==> src/pwm_timer_pkg.sv <==
// Constants shared by the auto-reload PWM timer and its input stage.
package pwm_timer_pkg;

   // ---------------------------------------------------------------
   // Register indices (byte address is four times the index)
   // ---------------------------------------------------------------
   localparam int ADDR_W = 12;
   localparam int IDX_W = 10;
   localparam logic [9:0] IDX_DUTY3 = 10'h074;
   localparam logic [9:0] IDX_DUTY2 = 10'h075;
   localparam logic [9:0] IDX_DUTY1 = 10'h076;
   localparam logic [9:0] IDX_DUTY0 = 10'h077;
   localparam logic [9:0] IDX_PCTL = 10'h078;
   localparam logic [9:0] IDX_TCS = 10'h079;
   localparam logic [9:0] IDX_COUNT = 10'h07A;
   localparam logic [9:0] IDX_RELOAD = 10'h07B;
   localparam logic [9:0] IDX_CCS = 10'h07C;
   localparam logic [9:0] IDX_CAP1 = 10'h07D;
   localparam logic [9:0] IDX_CAP2 = 10'h07E;

   // ---------------------------------------------------------------
   // Field positions
   // ---------------------------------------------------------------
   localparam int TCS_EXT = 7;
   localparam int TCS_PSEL_LO = 4;
   localparam int TCS_RUN = 3;
   localparam int TCS_FORCE = 2;
   localparam int TCS_WRAP_ON = 1;
   localparam int TCS_WRAP_FLAG = 0;
   localparam int PCTL_OE_LO = 4;
   localparam int PCTL_INV_LO = 0;
   localparam int CCS_SENS_LO = 4;
   localparam int CCS_ON_LO = 2;
   localparam int CCS_FLAG_LO = 0;

   // ---------------------------------------------------------------
   // Widths, values and bus answers
   // ---------------------------------------------------------------
   localparam int N_PWM = 4;
   localparam int N_CAP = 2;
   localparam int N_SYNC = 3;
   localparam int SYNC_EXT = 2;
   localparam logic [7:0] REG_RESET = 8'h00;
   localparam logic [7:0] COUNT_MAX = 8'hFF;
   localparam logic [6:0] PSC_ONE = 7'h01;
   localparam logic [1:0] RESP_OKAY = 2'h0;
   localparam logic [1:0] RESP_SLVERR = 2'h2;

endpackage : pwm_timer_pkg
==> src/input_sync_edge.sv <==
// Two-stage synchroniser with rising and falling edge pulses per input.
module input_sync_edge
   import pwm_timer_pkg::*;
(
   input wire logic aclk,
   input wire logic aresetn,
   input wire logic [N_SYNC-1:0] async_in,
   output logic [N_SYNC-1:0] rise,
   output logic [N_SYNC-1:0] fall
);

   // ---------------------------------------------------------------
   // State
   // ---------------------------------------------------------------
   typedef struct packed {
      logic [N_SYNC-1:0] meta;
      logic [N_SYNC-1:0] stable;
      logic [N_SYNC-1:0] prev;
   } sync_state_type;

   sync_state_type s;
   sync_state_type next_s;

   // The first stage feeds only the second; edges are taken later.
   always_comb begin
      next_s = s;
      next_s.meta = async_in;
      next_s.stable = s.meta;
      next_s.prev = s.stable;
   end

   always_ff @(posedge aclk) begin
      if (!aresetn) begin
         s <= '0;
      end else begin
         s <= next_s;
      end
   end

   // ---------------------------------------------------------------
   // Edge pulses, one per bit
   // ---------------------------------------------------------------
   genvar i;
   generate
      for (i = 0; i < N_SYNC; i++) begin : g_edge
         assign rise[i] = s.stable[i] & ~s.prev[i];
         assign fall[i] = ~s.stable[i] & s.prev[i];
      end
   endgenerate

endmodule : input_sync_edge

==> src/pwm_autoreload_timer_8bit.sv <==
// Eight-bit auto-reload PWM timer with input capture and AXI4-Lite access.
module pwm_autoreload_timer_8bit
   import pwm_timer_pkg::*;
(
   input wire logic aclk,
   input wire logic aresetn,
   input wire logic [ADDR_W-1:0] awaddr,
   input wire logic awvalid,
   output logic awready,
   input wire logic [31:0] wdata,
   input wire logic [3:0] wstrb,
   input wire logic wvalid,
   output logic wready,
   output logic [1:0] bresp,
   output logic bvalid,
   input wire logic bready,
   input wire logic [ADDR_W-1:0] araddr,
   input wire logic arvalid,
   output logic arready,
   output logic [31:0] rdata,
   output logic [1:0] rresp,
   output logic rvalid,
   input wire logic rready,
   input wire logic [N_CAP-1:0] capture_in_pin,
   input wire logic ext_count_clk,
   output logic [N_PWM-1:0] pulse_out_pin,
   output logic [N_PWM-1:0] pulse_out_oe,
   output logic wrap_irq,
   output logic [N_CAP-1:0] capture_irq
);

   // ---------------------------------------------------------------
   // State
   // ---------------------------------------------------------------
   typedef struct packed {
      logic [7:0] count;
      logic [6:0] psc;
      logic [7:0] reload;
      logic [N_PWM-1:0][7:0] duty;
      logic [N_PWM-1:0][7:0] shadow;
      logic [7:0] pctl;
      logic ext_clk_sel;
      logic [2:0] prescale_select;
      logic count_run;
      logic wrap_irq_on;
      logic wrap_flag;
      logic [N_CAP-1:0] sens;
      logic [N_CAP-1:0] capture_irq_on;
      logic [N_CAP-1:0] capture_flag;
      logic [N_CAP-1:0][7:0] captured_count;
      logic awready;
      logic wready;
      logic [IDX_W-1:0] wr_idx;
      logic [7:0] wr_data;
      logic wr_lane0;
      logic bvalid;
      logic [1:0] bresp;
      logic arready;
      logic rvalid;
      logic [7:0] rd_data;
      logic [1:0] rresp;
      logic [N_PWM-1:0] pin;
      logic [N_PWM-1:0] pin_oe;
      logic wrap_irq;
      logic [N_CAP-1:0] cap_irq;
   } timer_state_type;
   timer_state_type s;
   timer_state_type next_s;
   logic [N_SYNC-1:0] pin_rise;
   logic [N_SYNC-1:0] pin_fall;
   logic in_en;
   logic [6:0] mask;
   logic tick;
   logic wrap_now;
   logic rd_take;
   logic wr_do;
   logic [IDX_W-1:0] rd_idx;
   logic [N_CAP-1:0] cap_evt;
   logic [N_CAP-1:0] rd_cap;

   // ---------------------------------------------------------------
   // Pin input stage
   // ---------------------------------------------------------------
   input_sync_edge u_input_sync_edge (
      .aclk(aclk),
      .aresetn(aresetn),
      .async_in({ext_count_clk, capture_in_pin}),
      .rise(pin_rise),
      .fall(pin_fall)
   );

   function automatic logic [N_PWM-1:0] pwm_level(
      input logic [7:0] cnt,
      input logic [N_PWM-1:0][7:0] cmp,
      input logic [7:0] ctl
   );
      logic [N_PWM-1:0] lvl;
      lvl = '0;
      for (int k = 0; k < N_PWM; k++) begin
         lvl[k] = ctl[PCTL_OE_LO+k]
            & ((cnt <= cmp[k]) ^ ctl[PCTL_INV_LO+k]);
      end
      return lvl;
   endfunction : pwm_level

   // ---------------------------------------------------------------
   // Counting strobes
   // ---------------------------------------------------------------
   // The external clock is only sampled, so it must be well below aclk.
   assign in_en = s.ext_clk_sel ? pin_rise[SYNC_EXT] : 1'b1;
   assign mask = (PSC_ONE << s.prescale_select) - PSC_ONE;
   assign tick = s.count_run && in_en && ((s.psc & mask) == mask);
   assign wrap_now = tick && (s.count == COUNT_MAX);
   assign rd_idx = araddr[ADDR_W-1:2];
   assign rd_take = arvalid && s.arready;
   assign wr_do = !s.awready && !s.wready && !s.bvalid;
   always_comb begin
      for (int k = 0; k < N_CAP; k++) begin
         cap_evt[k] = s.sens[k] ? pin_rise[k] : pin_fall[k];
      end
      rd_cap[0] = rd_take && (rd_idx == IDX_CAP1);
      rd_cap[1] = rd_take && (rd_idx == IDX_CAP2);
   end

   // ---------------------------------------------------------------
   // Next state
   // ---------------------------------------------------------------
   always_comb begin
      next_s = s;
      // Read answer and read side effects come first so sets win.
      if (rd_take) begin
         next_s.arready = 1'b0;
         next_s.rvalid = 1'b1;
         next_s.rresp = RESP_OKAY;
         case (rd_idx)
            IDX_DUTY3: next_s.rd_data = s.duty[3];
            IDX_DUTY2: next_s.rd_data = s.duty[2];
            IDX_DUTY1: next_s.rd_data = s.duty[1];
            IDX_DUTY0: next_s.rd_data = s.duty[0];
            IDX_PCTL: next_s.rd_data = s.pctl;
            IDX_TCS: begin
               next_s.rd_data = {s.ext_clk_sel, s.prescale_select,
                  s.count_run, 1'b0, s.wrap_irq_on, s.wrap_flag};
               next_s.wrap_flag = 1'b0;
            end
            IDX_COUNT: next_s.rd_data = s.count;
            IDX_RELOAD: next_s.rd_data = s.reload;
            IDX_CCS: next_s.rd_data = {2'b00, s.sens, s.capture_irq_on,
               s.capture_flag};
            IDX_CAP1: next_s.rd_data = s.captured_count[0];
            IDX_CAP2: next_s.rd_data = s.captured_count[1];
            default: begin
               next_s.rd_data = REG_RESET;
               next_s.rresp = RESP_SLVERR;
            end
         endcase
      end
      for (int k = 0; k < N_CAP; k++) begin
         if (rd_cap[k]) begin
            next_s.capture_flag[k] = 1'b0;
         end
      end
      if (s.rvalid && rready) begin
         next_s.rvalid = 1'b0;
         next_s.arready = 1'b1;
      end
      // Prescaler and counter.
      if (s.count_run && in_en) begin
         next_s.psc = s.psc + PSC_ONE;
      end
      if (tick) begin
         if (wrap_now) begin
            next_s.count = s.reload;
            next_s.wrap_flag = 1'b1;
            next_s.shadow = s.duty;
         end else begin
            next_s.count = s.count + 8'h01;
         end
      end
      // A pending capture blocks the next one until it is read.
      for (int k = 0; k < N_CAP; k++) begin
         if (cap_evt[k] && (!s.capture_flag[k] || rd_cap[k])) begin
            next_s.captured_count[k] = s.count;
            next_s.capture_flag[k] = 1'b1;
         end
      end
      // Write address and data are taken in either order.
      if (awvalid && s.awready) begin
         next_s.awready = 1'b0;
         next_s.wr_idx = awaddr[ADDR_W-1:2];
      end
      if (wvalid && s.wready) begin
         next_s.wready = 1'b0;
         next_s.wr_data = wdata[7:0];
         next_s.wr_lane0 = wstrb[0];
      end
      if (wr_do) begin
         next_s.bvalid = 1'b1;
         next_s.bresp = RESP_OKAY;
         if (s.wr_idx < IDX_DUTY3 || s.wr_idx > IDX_CAP2) begin
            next_s.bresp = RESP_SLVERR;
         end else if (s.wr_lane0) begin
            case (s.wr_idx)
               IDX_DUTY3: next_s.duty[3] = s.wr_data;
               IDX_DUTY2: next_s.duty[2] = s.wr_data;
               IDX_DUTY1: next_s.duty[1] = s.wr_data;
               IDX_DUTY0: next_s.duty[0] = s.wr_data;
               IDX_PCTL: next_s.pctl = s.wr_data;
               IDX_TCS: begin
                  next_s.ext_clk_sel = s.wr_data[TCS_EXT];
                  next_s.prescale_select = s.wr_data[TCS_PSEL_LO+:3];
                  next_s.count_run = s.wr_data[TCS_RUN];
                  next_s.wrap_irq_on = s.wr_data[TCS_WRAP_ON];
                  if (s.wr_data[TCS_FORCE]) begin
                     next_s.count = s.reload;
                     next_s.psc = '0;
                  end
               end
               IDX_COUNT: begin
                  next_s.count = s.wr_data;
                  next_s.psc = '0;
               end
               IDX_RELOAD: next_s.reload = s.wr_data;
               IDX_CCS: begin
                  next_s.sens = s.wr_data[CCS_SENS_LO+:N_CAP];
                  next_s.capture_irq_on = s.wr_data[CCS_ON_LO+:N_CAP];
               end
               default: next_s.bresp = RESP_OKAY;
            endcase
         end
      end
      if (s.bvalid && bready) begin
         next_s.bvalid = 1'b0;
         next_s.awready = 1'b1;
         next_s.wready = 1'b1;
      end
      // Outputs follow the settled state, so polarity acts at once.
      next_s.pin = pwm_level(next_s.count, next_s.shadow,
         next_s.pctl);
      next_s.pin_oe = next_s.pctl[PCTL_OE_LO+:N_PWM];
      next_s.wrap_irq = next_s.wrap_flag & next_s.wrap_irq_on;
      next_s.cap_irq = next_s.capture_flag
         & next_s.capture_irq_on;
   end

   always_ff @(posedge aclk) begin
      if (!aresetn) begin
         s <= '0;
         s.awready <= 1'b1;
         s.wready <= 1'b1;
         s.arready <= 1'b1;
      end else begin
         s <= next_s;
      end
   end

   // ---------------------------------------------------------------
   // Outputs
   // ---------------------------------------------------------------
   assign awready = s.awready;
   assign wready = s.wready;
   assign bvalid = s.bvalid;
   assign bresp = s.bresp;
   assign arready = s.arready;
   assign rvalid = s.rvalid;
   assign rresp = s.rresp;
   assign rdata = {24'h000000, s.rd_data};
   assign pulse_out_pin = s.pin;
   assign pulse_out_oe = s.pin_oe;
   assign wrap_irq = s.wrap_irq;
   assign capture_irq = s.cap_irq;

   // ---------------------------------------------------------------
   // Assertions
   // ---------------------------------------------------------------
   property p_frozen;
      @(posedge aclk) disable iff (!aresetn)
      !s.count_run && !wr_do |=> $stable(s.count) && $stable(s.psc);
   endproperty
   a_frozen: assert property (p_frozen)
      else $error("Counter moved while stopped.");
   property p_force_zero;
      @(posedge aclk) disable iff (!aresetn)
      rd_take && rd_idx == IDX_TCS |=> s.rd_data[TCS_FORCE] == 1'b0;
   endproperty
   a_force_zero: assert property (p_force_zero)
      else $error("Force reload bit read as one.");
   property p_force_load;
      @(posedge aclk) disable iff (!aresetn)
      wr_do && s.wr_idx == IDX_TCS && s.wr_lane0 && s.wr_data[TCS_FORCE]
      |=> s.count == $past(s.reload) && s.psc == 7'h00;
   endproperty
   a_force_load: assert property (p_force_load)
      else $error("Force reload did not load the counter.");
   property p_wrap_irq;
      @(posedge aclk) disable iff (!aresetn)
      wrap_irq == (s.wrap_flag && s.wrap_irq_on);
   endproperty
   a_wrap_irq: assert property (p_wrap_irq)
      else $error("Wrap request does not match flag and enable.");
   property p_wrap;
      @(posedge aclk) disable iff (!aresetn)
      wrap_now && !wr_do |=> s.wrap_flag && s.count == $past(s.reload);
   endproperty
   a_wrap: assert property (p_wrap)
      else $error("Overflow did not reload or flag.");
   property p_read_clear;
      @(posedge aclk) disable iff (!aresetn)
      rd_take && rd_idx == IDX_TCS && !wrap_now |=> !s.wrap_flag;
   endproperty
   a_read_clear: assert property (p_read_clear)
      else $error("Status read did not clear the wrap flag.");
   property p_shadow;
      @(posedge aclk) disable iff (!aresetn)
      wrap_now |=> s.shadow == $past(s.duty);
   endproperty
   a_shadow: assert property (p_shadow)
      else $error("Shadow compare not loaded at overflow.");
   property p_shadow_hold;
      @(posedge aclk) disable iff (!aresetn)
      !wrap_now |=> $stable(s.shadow);
   endproperty
   a_shadow_hold: assert property (p_shadow_hold)
      else $error("Shadow compare changed between overflows.");
   property p_pwm;
      @(posedge aclk) disable iff (!aresetn)
      pulse_out_pin == pwm_level(s.count, s.shadow, s.pctl);
   endproperty
   a_pwm: assert property (p_pwm)
      else $error("Pulse output level is wrong.");
   property p_cap_hold;
      @(posedge aclk) disable iff (!aresetn)
      s.capture_flag[0] && !rd_cap[0] |=> $stable(s.captured_count[0]);
   endproperty
   a_cap_hold: assert property (p_cap_hold)
      else $error("Capture value overwritten before read.");
   property p_reserved;
      @(posedge aclk) disable iff (!aresetn)
      rd_take && rd_idx == IDX_CCS |=> s.rd_data[7:6] == 2'b00;
   endproperty
   a_reserved: assert property (p_reserved)
      else $error("Reserved capture status bits not zero.");

endmodule : pwm_autoreload_timer_8bit

==> config.mk <==
export PLATFORM = sky130hd
export DESIGN_NAME = pwm_autoreload_timer_8bit
export DESIGN_NICKNAME = d
export VERILOG_FILES = /design/src/pwm_timer_pkg.sv /design/src/input_sync_edge.sv /design/src/pwm_autoreload_timer_8bit.sv
export SDC_FILE = /design/constraint.sdc
export NUM_CORES = 1
export LEC_CHECK = 0
export BUFFER_PORTS_ARGS = -buffer_cell sky130_fd_sc_hd__buf_2
export CAP_MARGIN = 30
export CORE_MARGIN = 5
export CORE_UTILIZATION = 25
export DETAILED_ROUTE_END_ITERATION = 10
export GPL_TIMING_DRIVEN = 0
export PLACE_DENSITY_LB_ADDON = 0.05
export SYNTH_ARGS = -nofsm -noshare
export SYNTH_HDL_FRONTEND = slang
export SYNTH_SLANG_ARGS = --single-unit
==> constraint.sdc <==
create_clock -name aclk -period 7.8 [get_ports aclk]
set_input_delay 1.17 -clock aclk [delete_from_list [all_inputs] [get_ports aclk]]
set_output_delay 1.17 -clock aclk [all_outputs]
set_load 0.005 [all_outputs]
# After elaboration in Yosys (flattened, before gate mapping)
# Cells that the tools add are included.
# totals
input_bits	70
elab_cells	165
reg_bits	180
# op_classes
magnitude_cmp	6
n_mux	38
eq_ne	22
shifts	1
bitwise	23
n_addsub	3
n_reduce_logical	32
# op_table
op	n
$eq A10 B7 Y1 const B	20
$mux W55	3
$pmux W8 S11	1
$mux W32	2
$mux W8	8
$mux W14	3
$le A8 B8 Y1	4
$pmux W15 S2	1
$reduce_and A4 Y1	7
$mux W15	1
$logic_and A1 B1 Y1	14
$mux W2	6
$mux W1	11
$reduce_or A11 Y1	1
$and A1 B1 Y1	10
$gt A10 B7 Y1 const B	1
$lt A10 B7 Y1 const B	1
$add A8 B1 Y8 const B	1
$eq A8 B8 Y1 const B	1
$add A7 B1 Y7 const B	1
$and A7 B7 Y7	1
$eq A7 B7 Y1	1
$mux W7	1
$not A1 Y1	7
other kinds (8)	18

# Logic depth before layout (Yosys ltp)
# Gate-level depths: netlist of run 1.
# logic_depth
ltp_word	16
mapped_depth	20
mapped_depth_nobuf	18

# Modules after synthesis
# A second synthesis of run 1 with hierarchy kept.
# unflattened
hier_cells	1007
hier_area_um2	8750.9
# by_module_without_submodules
mod	cells_each	instances	seq_area_each_um2	area_per_inst_um2
pwm_autoreload_timer_8bit	983	1	3303.2	8476.9
input_sync_edge	24	1	180.2	274.0

# Worst setup path after synthesis of run 1
# No wires, ideal clock.
# synth_timing
path_type	reg-to-reg
start	register s[72] in the netlist's numbering
end	register s (netlist bit pulse_out_pin[1])
arrival_time_ns	3.484
setup_ns	0.115
stages_incl_launch_ff	19
synth_period_minus_slack_ns	3.599
path_buffers	2
setup_slack_ns	4.201
path_cell_list	dfxtp_1 > buf_2 > or3_1 > ha_1 > nor2_1 > nand3_1 > a31oi_1 > nor3_2 > buf_6 > mux2i_1 > a32oi_1 > ha_1 > a21o_1 > a21oi_1 > o21ai_0 > a221oi_1 > a21oi_1 > xor2_1 > and2_1
# synth_lines
element	line_no	source
from (decl)	pwm_autoreload_timer_8bit.sv:67	timer_state_type s;
from (signal assigned)	pwm_autoreload_timer_8bit.sv:253	s <= next_s;

==> qor.txt, run 1 <==
DR WL met2 - 15,500 um
critical path class - reg -> reg
CTS buffer count - 17
DR DRC count - 0
Clk Latency, worst-skew pair - 0.44 ns
drt wl/cell - 20.5 um
Die W - 201 um
clock sinks - 174
Most used DFF post-synth - dfxtp_1
largest net degree at the start of global routing - 17
Non-Filler Instances - 1,598
final-report max-slew violation count - 0
hold buffer count at CTS - 0
crit-path cells - clkbuf_2 -> or3_1 -> ha_1 -> o211ai_1 -> a31oi_1 -> nor3_2 -> buf_6 -> a211oi_1 -> a311oi_2 -> ha_1 -> a21oi_1 -> o22ai_1 -> nor2_1 -> nor2_1 -> o21ai_0 -> xnor2_1 -> and2_1
critical path peak fanout - 10
EDFF count, synth - 0
total power per unit cell area - 178 nW/um^2
synthesized instance count - 1,010
first-pass GRT wire length - 48,500 um
Arr. time, crit path - 4.96 ns
Area Overhead vs Synth - 17.6%
fraction of layout cells with a size suffix above 1 - 17.0%
Setup TNS Final - 0 ns
reg-to-reg slack, setup - 3.18 ns
top cell types by occurrence after synthesis - 174 x dfxtp_1, 139 x nand2_1, 79 x nor2b_1
Reg clk slew, reported paths - 0.08 ns
Synth Register Bits - 174
met3 wire length - 880 um
asr flop ratio synth - 0%
Tot Pwr - 1910 uW
worst path bufs/invs - 2
Leak Pwr - 0.00421 uW
max_cap viols - 0
# diodes - 0
hold depth - 1
vias in the first global route - 7,154
unrepaired setup endpoints after global routing - no
synth unique cells - 72
Tmin final - 4.62 ns
VDD IR max - 127 uV
Area contributors post-synth - dfxtp_1 38%, mux2i_1 8.5%, nand2_1 5.7%, nor2b_1 5.4%, ha_1 4.8%
Core ar. - 36,300 um^2
CTS tree - yes
row cnt - 70
RePlAce Congestion - 0.810
grt ovf - 0
final WL - 32,800 um
Tightest Pin Transition - 1.02 ns
Critical-path top delay cell - a311oi_2
CTS-repair resized insts - 0
Highest Signal Layer - met4
initial antenna violation count - 0
Post-Synthesis Cell Area - 9110 um^2
endpoints failing setup - 0
Hold Fails Final Rpt - 0
Peak Freq - 216 MHz
Hold Crit Class - reg -> reg
remaining antenna violation count - 0
dpl cells - 1,566
most frequent cell after synthesis - dfxtp_1
All-Layer GR Usage - 16.0%
H-tree Lvls - 4
routed length on met1 - 16,200 um
violation count after the first detailed-route iteration - 320
Starting Density - 25.1%
period utilisation layout - 59.2%
min-delay src - u_input_sync_edge.next_s[4]
die area - 40,400 um^2
Reg2Reg Depth - 17
R2R Path Start - s[73]
Via Count - 7,276
worst flop-to-flop path endpoint - pulse_out_pin[0]
# port buffers - 61
Ys Warns - 0
CTS root buf - clkbuf_16
startpoint types - flop
WHS Endpoint - u_input_sync_edge.next_s[1]
post-synthesis sequential area ratio - 38.2%
slowest stage delay, CP - 0.79 ns
HPWL after detailed placement - 24,600 um
post-DR vias/cell - 4.55
I/O Pins - 122
post-synth top area share - 38.2%
Relative slew margins - 32.0%
Min Hold Slack - 0.432 ns
Crit path required time - 8.14 ns
post-synth top area cell - dfxtp_1
final setup skew - 0.0131 ns
DR pass1 iterations - 5
Die Y - 201 um
run status - finished clean
NumNets Final - 1,223
Setup Fix Bufs, Post-CTS - 0
crit end category - flop
CTS Buffer Depth - 2
cell family with most CP delay - compound AO/OA/AOI/OAI gates
synthesized area per cell - 9.02 um^2
[layout by cell type, fill, tap and decap left out, drive strengths merged, types with 31 or more instances in the layout]
master	n
ha	35
o21ai	37
nor2b	79
clkbuf	67
a21boi	58
mux2i	77
nand2	139
dfxtp	174
nor2	36
buf	124
nand3	31
[kinds of logic after synthesis]
logic type | after synthesis | share of synthesized area, %
flops | 174 | 38.2
simple gates | 381 | 22.0
buf+inv | 122 | 7.44
xor+xnor | 9 | 0.865
fa+ha+maj | 35 | 4.81
compound gates | 192 | 14.5
other cells | 1 | 0.0412
mux | 96 | 12.1
[sequential cells by signal, summed over array words and instances, names as in the netlist, 2 cells and up]
register and cells:
s 143, u_input_sync_edge.s 3, u_input_sync_edge.next_s 6, capture_irq 2, rdata 8, pulse_out_pin 4
[layer usage]
layer / track usage [%] / vias to the layer above
met3: 2.52 / 14
li1: - / 3673
met1: 22.4 / 3469
met4: 3.24 / 0
met5: 0 / -
met2: 26.3 / 120
[final cells by class]
type                    count  area [um^2]
fillers                  3909        25500
multi-input cells         739         5040
flip-flops and latches    174         3480
plain buffers             110          633
well taps                 468          586
clock buffers              17          425
repair buffers             64          343
clock inverters            14          156
inverters                  12         45.0
[power breakdown]
| group | switching (uW) | leakage [uW] | internal (uW) |
|---|---|---|---|
| clock | 404 | 0.000278 | 477 |
| combinational | 72.9 | 0.00253 | 47.1 |
| sequential | 8.37 | 0.00141 | 898 |
| total | 486 | 0.00421 | 1420 |
[how the worst max path moves through the flow]
stage          startpoint               end  cells after the start
6_report            s[73]  pulse_out_pin[0]                     17
5_1_grt             s[73]  pulse_out_pin[1]                     18
4_1_cts             s[73]  pulse_out_pin[1]                     18
3_5_place_dp        s[73]  pulse_out_pin[1]                     18
3_3_place_gp        s[73]  pulse_out_pin[1]                     18
2_1_floorplan       s[72]  pulse_out_pin[1]                     18
[per-stage QoR]
step                      instance area [um^2]  setup WS, ns  util [%]
after detailed placement                 10100          3.11      27.9
after CTS                                10700          3.10      29.5
final                                    10700          3.18      29.6
after global routing                     10700          2.84      29.6
after global placement                   10100          3.10      27.8
after floorplan                           9210          4.20         -
Note: power is estimated with default switching activity, not from simulation.
==> inputs of run 2 (changes only) <==
- ABC_AREA: not set -> 1
- clock period: 7.8 -> 4.15 ns (I/O delays scaled with it)
==> qor.txt, run 2 <==
RePlAce Congestion - 0.844 (+4.2%)
clock share of power - 48.4% (+2.2 points)
Ys Warns - 0 (unchanged)
synthesized area per cell - 7.34 um^2 (-19%)
Final Core Density - 30.3% (+0.72 points)
most common cell after layout, fill and taps aside - dfxtp_1
first-pass GRT wire length - 49,700 um (+2.4%)
row cnt - 68 (-2.9%)
total power per unit cell area - 361 nW/um^2 (+100%)
remaining antenna violation count - 0 (unchanged)
internal power - 2800 uW (+97%)
run status - finished clean
Worst Setup EP - pulse_out_pin[0]
final WL - 33,700 um (+2.6%)
fraction of layout cells with a size suffix above 1 - 16.1% (-0.94 points)
hold buffer count at CTS - 0 (unchanged)
Core ar. - 34,500 um^2 (-5.0%)
Critical Path Start - s[73]
Logic pwr share - 6.0% (-0.3 points)
Die W - 196 um (-2.2%)
VDD IR max - 294 uV (+130%)
HPWL after detailed placement - 25,900 um (+5.5%)
R2R Path Start - s[73]
Starting Density - 25.2% (+0.087 points)
post-DR vias/cell - 4.58 (+0.68%)
max_cap viols - 0 (unchanged)
All-Layer GR Usage - 17.2% (+1.2 points)
crit end category - flop
GRT met2 Usage - 25.5% (-0.82 points)
reg-to-reg slack, setup - 0.33 ns (-2.85 ns)
largest net degree at the start of global routing - 18 (+1)
Top reg by flops - s
DR DRC count - 0 (unchanged)
Synth Register Bits - 174 (unchanged)
most frequent cell after synthesis - dfxtp_1
Peak Freq - 262 MHz (+21%)
Min Hold Slack - 0.351 ns (-0.0811 ns)
final-report max-slew violation count - 0 (unchanged)
# port buffers - 64 (+4.9%)
Most used DFF post-synth - dfxtp_1
Relative slew margins - 36.4% (+4.4 points)
synth unique cells - 49 (-32%)
met3 Usage GRT - 3.13% (+0.61 points)
drt wl/cell - 19.1 um (-7.0%)
sw power - 966 uW (+99%)
post-synthesis sequential area ratio - 40.1% (+1.9 points)
Crit path required time - 4.49 ns (-3.65 ns)
min-delay src - capture_in_pin[1]
area of placed instances - 9690 um^2 (-4.3%)
unrepaired setup endpoints after global routing - yes
commonest cells after routing, fill and taps aside - 174 x dfxtp_1, 156 x nand2_1, 136 x inv_1
vias in the first global route - 7,621 (+6.5%)
Reg2Reg Depth - 24 (+7)
violation count after the first detailed-route iteration - 501 (+57%)
GR Layer Usage met1 - 25.8% (+3.4 points)
CTS root buf - clkbuf_16
H-tree Lvls - 4 (unchanged)
Tightest Pin Transition - 0.955 ns (-0.0655 ns)
Hold Fails Final Rpt - 0 (unchanged)
die area - 38,600 um^2 (-4.4%)
synthesized instance count - 1,184 (+17%)
Hold Crit Class - in -> reg
startpoint types - flop
Reg clk slew, reported paths - 0.07 ns (about the same)
final instance area - 10,400 um^2 (-2.7%)
Clk Latency, worst-skew pair - 0.45 ns (about the same)
# diodes - 0 (unchanged)
initial antenna violation count - 0 (unchanged)
sequential power share - 45.6% (-1.9 points)
grt ovf - 0 (unchanged)
final setup skew - 0.0123 ns (-0.000822 ns)
post-synth top area share - 40.1% (+1.9 points)
FILL cells - 3,870 (-1.0%)
Via Count - 8,082 (+11%)
CTS buffer count - 17 (unchanged)
switching share of power - 25.6% (+0.18 points)
DR pass1 iterations - 5 (unchanged)
top cell types by occurrence after synthesis - 174 x dfxtp_1, 160 x nand2_1, 141 x inv_1
Area contributors post-synth - dfxtp_1 40%, a21oi_1 7.7%, o21ai_0 7.6%, nand2_1 6.9%, inv_1 6.1%
Leak Pwr - 0.00447 uW (+6.1%)
CTS Buffer Depth - 2 (unchanged)
worst flop-to-flop path endpoint - pulse_out_pin[0]
Largest register FFs - 143 (unchanged)
NumNets Final - 1,400 (+14%)
I/O Pins - 122 (unchanged)
period utilisation layout - 92.1% (+33 points)
asr flop ratio synth - 0% (unchanged)
Arr. time, crit path - 4.16 ns (-0.80 ns)
Area Overhead vs Synth - 20.1%
clock sinks - 174 (unchanged)
Tmin final - 3.82 ns (-0.799 ns)
EDFF count, synth - 0 (unchanged)
post-synth top area cell - dfxtp_1
endpoints failing setup - 0 (unchanged)
Post-Synthesis Cell Area - 8690 um^2 (-4.6%)
global routing's busiest layer - met1
Die Y - 196 um (-2.2%)
CTS tree - yes
critical path peak fanout - 10 (unchanged)
critical path class - reg -> reg
-- run 2: how the worst min path moves through the flow --
stage | endpoint | slack, ns | cells past startpoint
after floorplan | u_input_sync_edge.next_s[0] | 0.39 | 2
after global placement | u_input_sync_edge.next_s[0] | 0.39 | 2
after detailed placement | u_input_sync_edge.next_s[0] | 0.40 | 2
after CTS | u_input_sync_edge.next_s[4] | 0.33 | 3
after global routing | u_input_sync_edge.next_s[3] | 0.34 | 3
final | u_input_sync_edge.next_s[4] | 0.35 | 3
-- run 2: power groups by stage --
stage / sequential [uW] / clock [uW] / combinational [uW]
after floorplan: 1750 / 0 / 126
after global placement: 1760 / 0 / 224
after detailed placement: 1760 / 0 / 227
after CTS: 1720 / 1880 / 227
after global routing: 1720 / 1940 / 249
final: 1720 / 1820 / 225
-- run 2: logic make-up (layout without fill, tap and decap cells) --
| group | count (synthesis) | count (layout) | share of synthesized area (%) |
|---|---|---|---|
| xor gates and xnor gates | 8 | 8 | 0.806 |
| muxes | 7 | 7 | 0.806 |
| DFF | 174 | 174 | 40.1 |
| buffers and inverters | 239 | 338 | 12.7 |
| other | 1 | 26 | 0.0432 |
| and+or+nand+nor | 385 | 385 | 19.6 |
| adders and majority gates | 35 | 35 | 5.04 |
| AOI/OAI and AO/OA | 335 | 335 | 20.9 |
-- run 2: metrics by stage --
stage | cells | setup slack, ns | power, uW | setup TNS, ns
after global routing | 1763 | -0.00488 | 3910 | -0.00581
after floorplan | 1209 | 1.05 | 1880 | 0
after CTS | 1761 | 0.0435 | 3820 | 0
final | 1763 | 0.330 | 3770 | 0
after detailed placement | 1729 | -0.152 | 1980 | -0.349
after global placement | 1728 | -0.214 | 1980 | -0.468
-- run 2: routing by layer --
layer	part of all wire [%]	wire length [um]
met3	4.7	1600
met5	0	0
met1	51	17200
met4	1.6	546
met2	43	14400
-- run 2: critical path: stages, from the launching register on --
cell and delay (ns):
dfxtp_1 0.30, buf_2 0.17, inv_1 0.14, nand3_1 0.09, ha_1 0.28, inv_1 0.04, nand2_1 0.06, nand3_1 0.07
nor2_1 0.13, nand2_1 0.07, nor2_1 0.15, nand2_2 0.11, nor2_4 0.17, buf_12 0.14, buf_4 0.21, buf_4 0.22
nand2_1 0.09, o21ai_0 0.18, ha_4 0.28, a21oi_1 0.14, o21a_1 0.16, o221ai_1 0.09, o21ai_0 0.15, xor2_1 0.23
nor2_1 0.05
-- run 2: what timing repair did --
item	4_1_cts	5_1_grt
buffers inserted	0	2
pin swaps	0	1
setup endpoints to repair	3	4
resized for setup	2	20
-- run 2: final cells by class --
| class | instances | area, um^2 | area share [%] |
|---|---|---|---|
| buffer | 88 | 544 | 5.22 |
| clock buffer | 17 | 425 | 4.08 |
| clock inverter | 15 | 223 | 2.13 |
| inverter | 151 | 571 | 5.47 |
| multi-input combinational | 796 | 4250 | 40.8 |
| sequential | 174 | 3480 | 33.4 |
| tap | 455 | 569 | 5.46 |
| timing repair buffer | 67 | 363 | 3.48 |
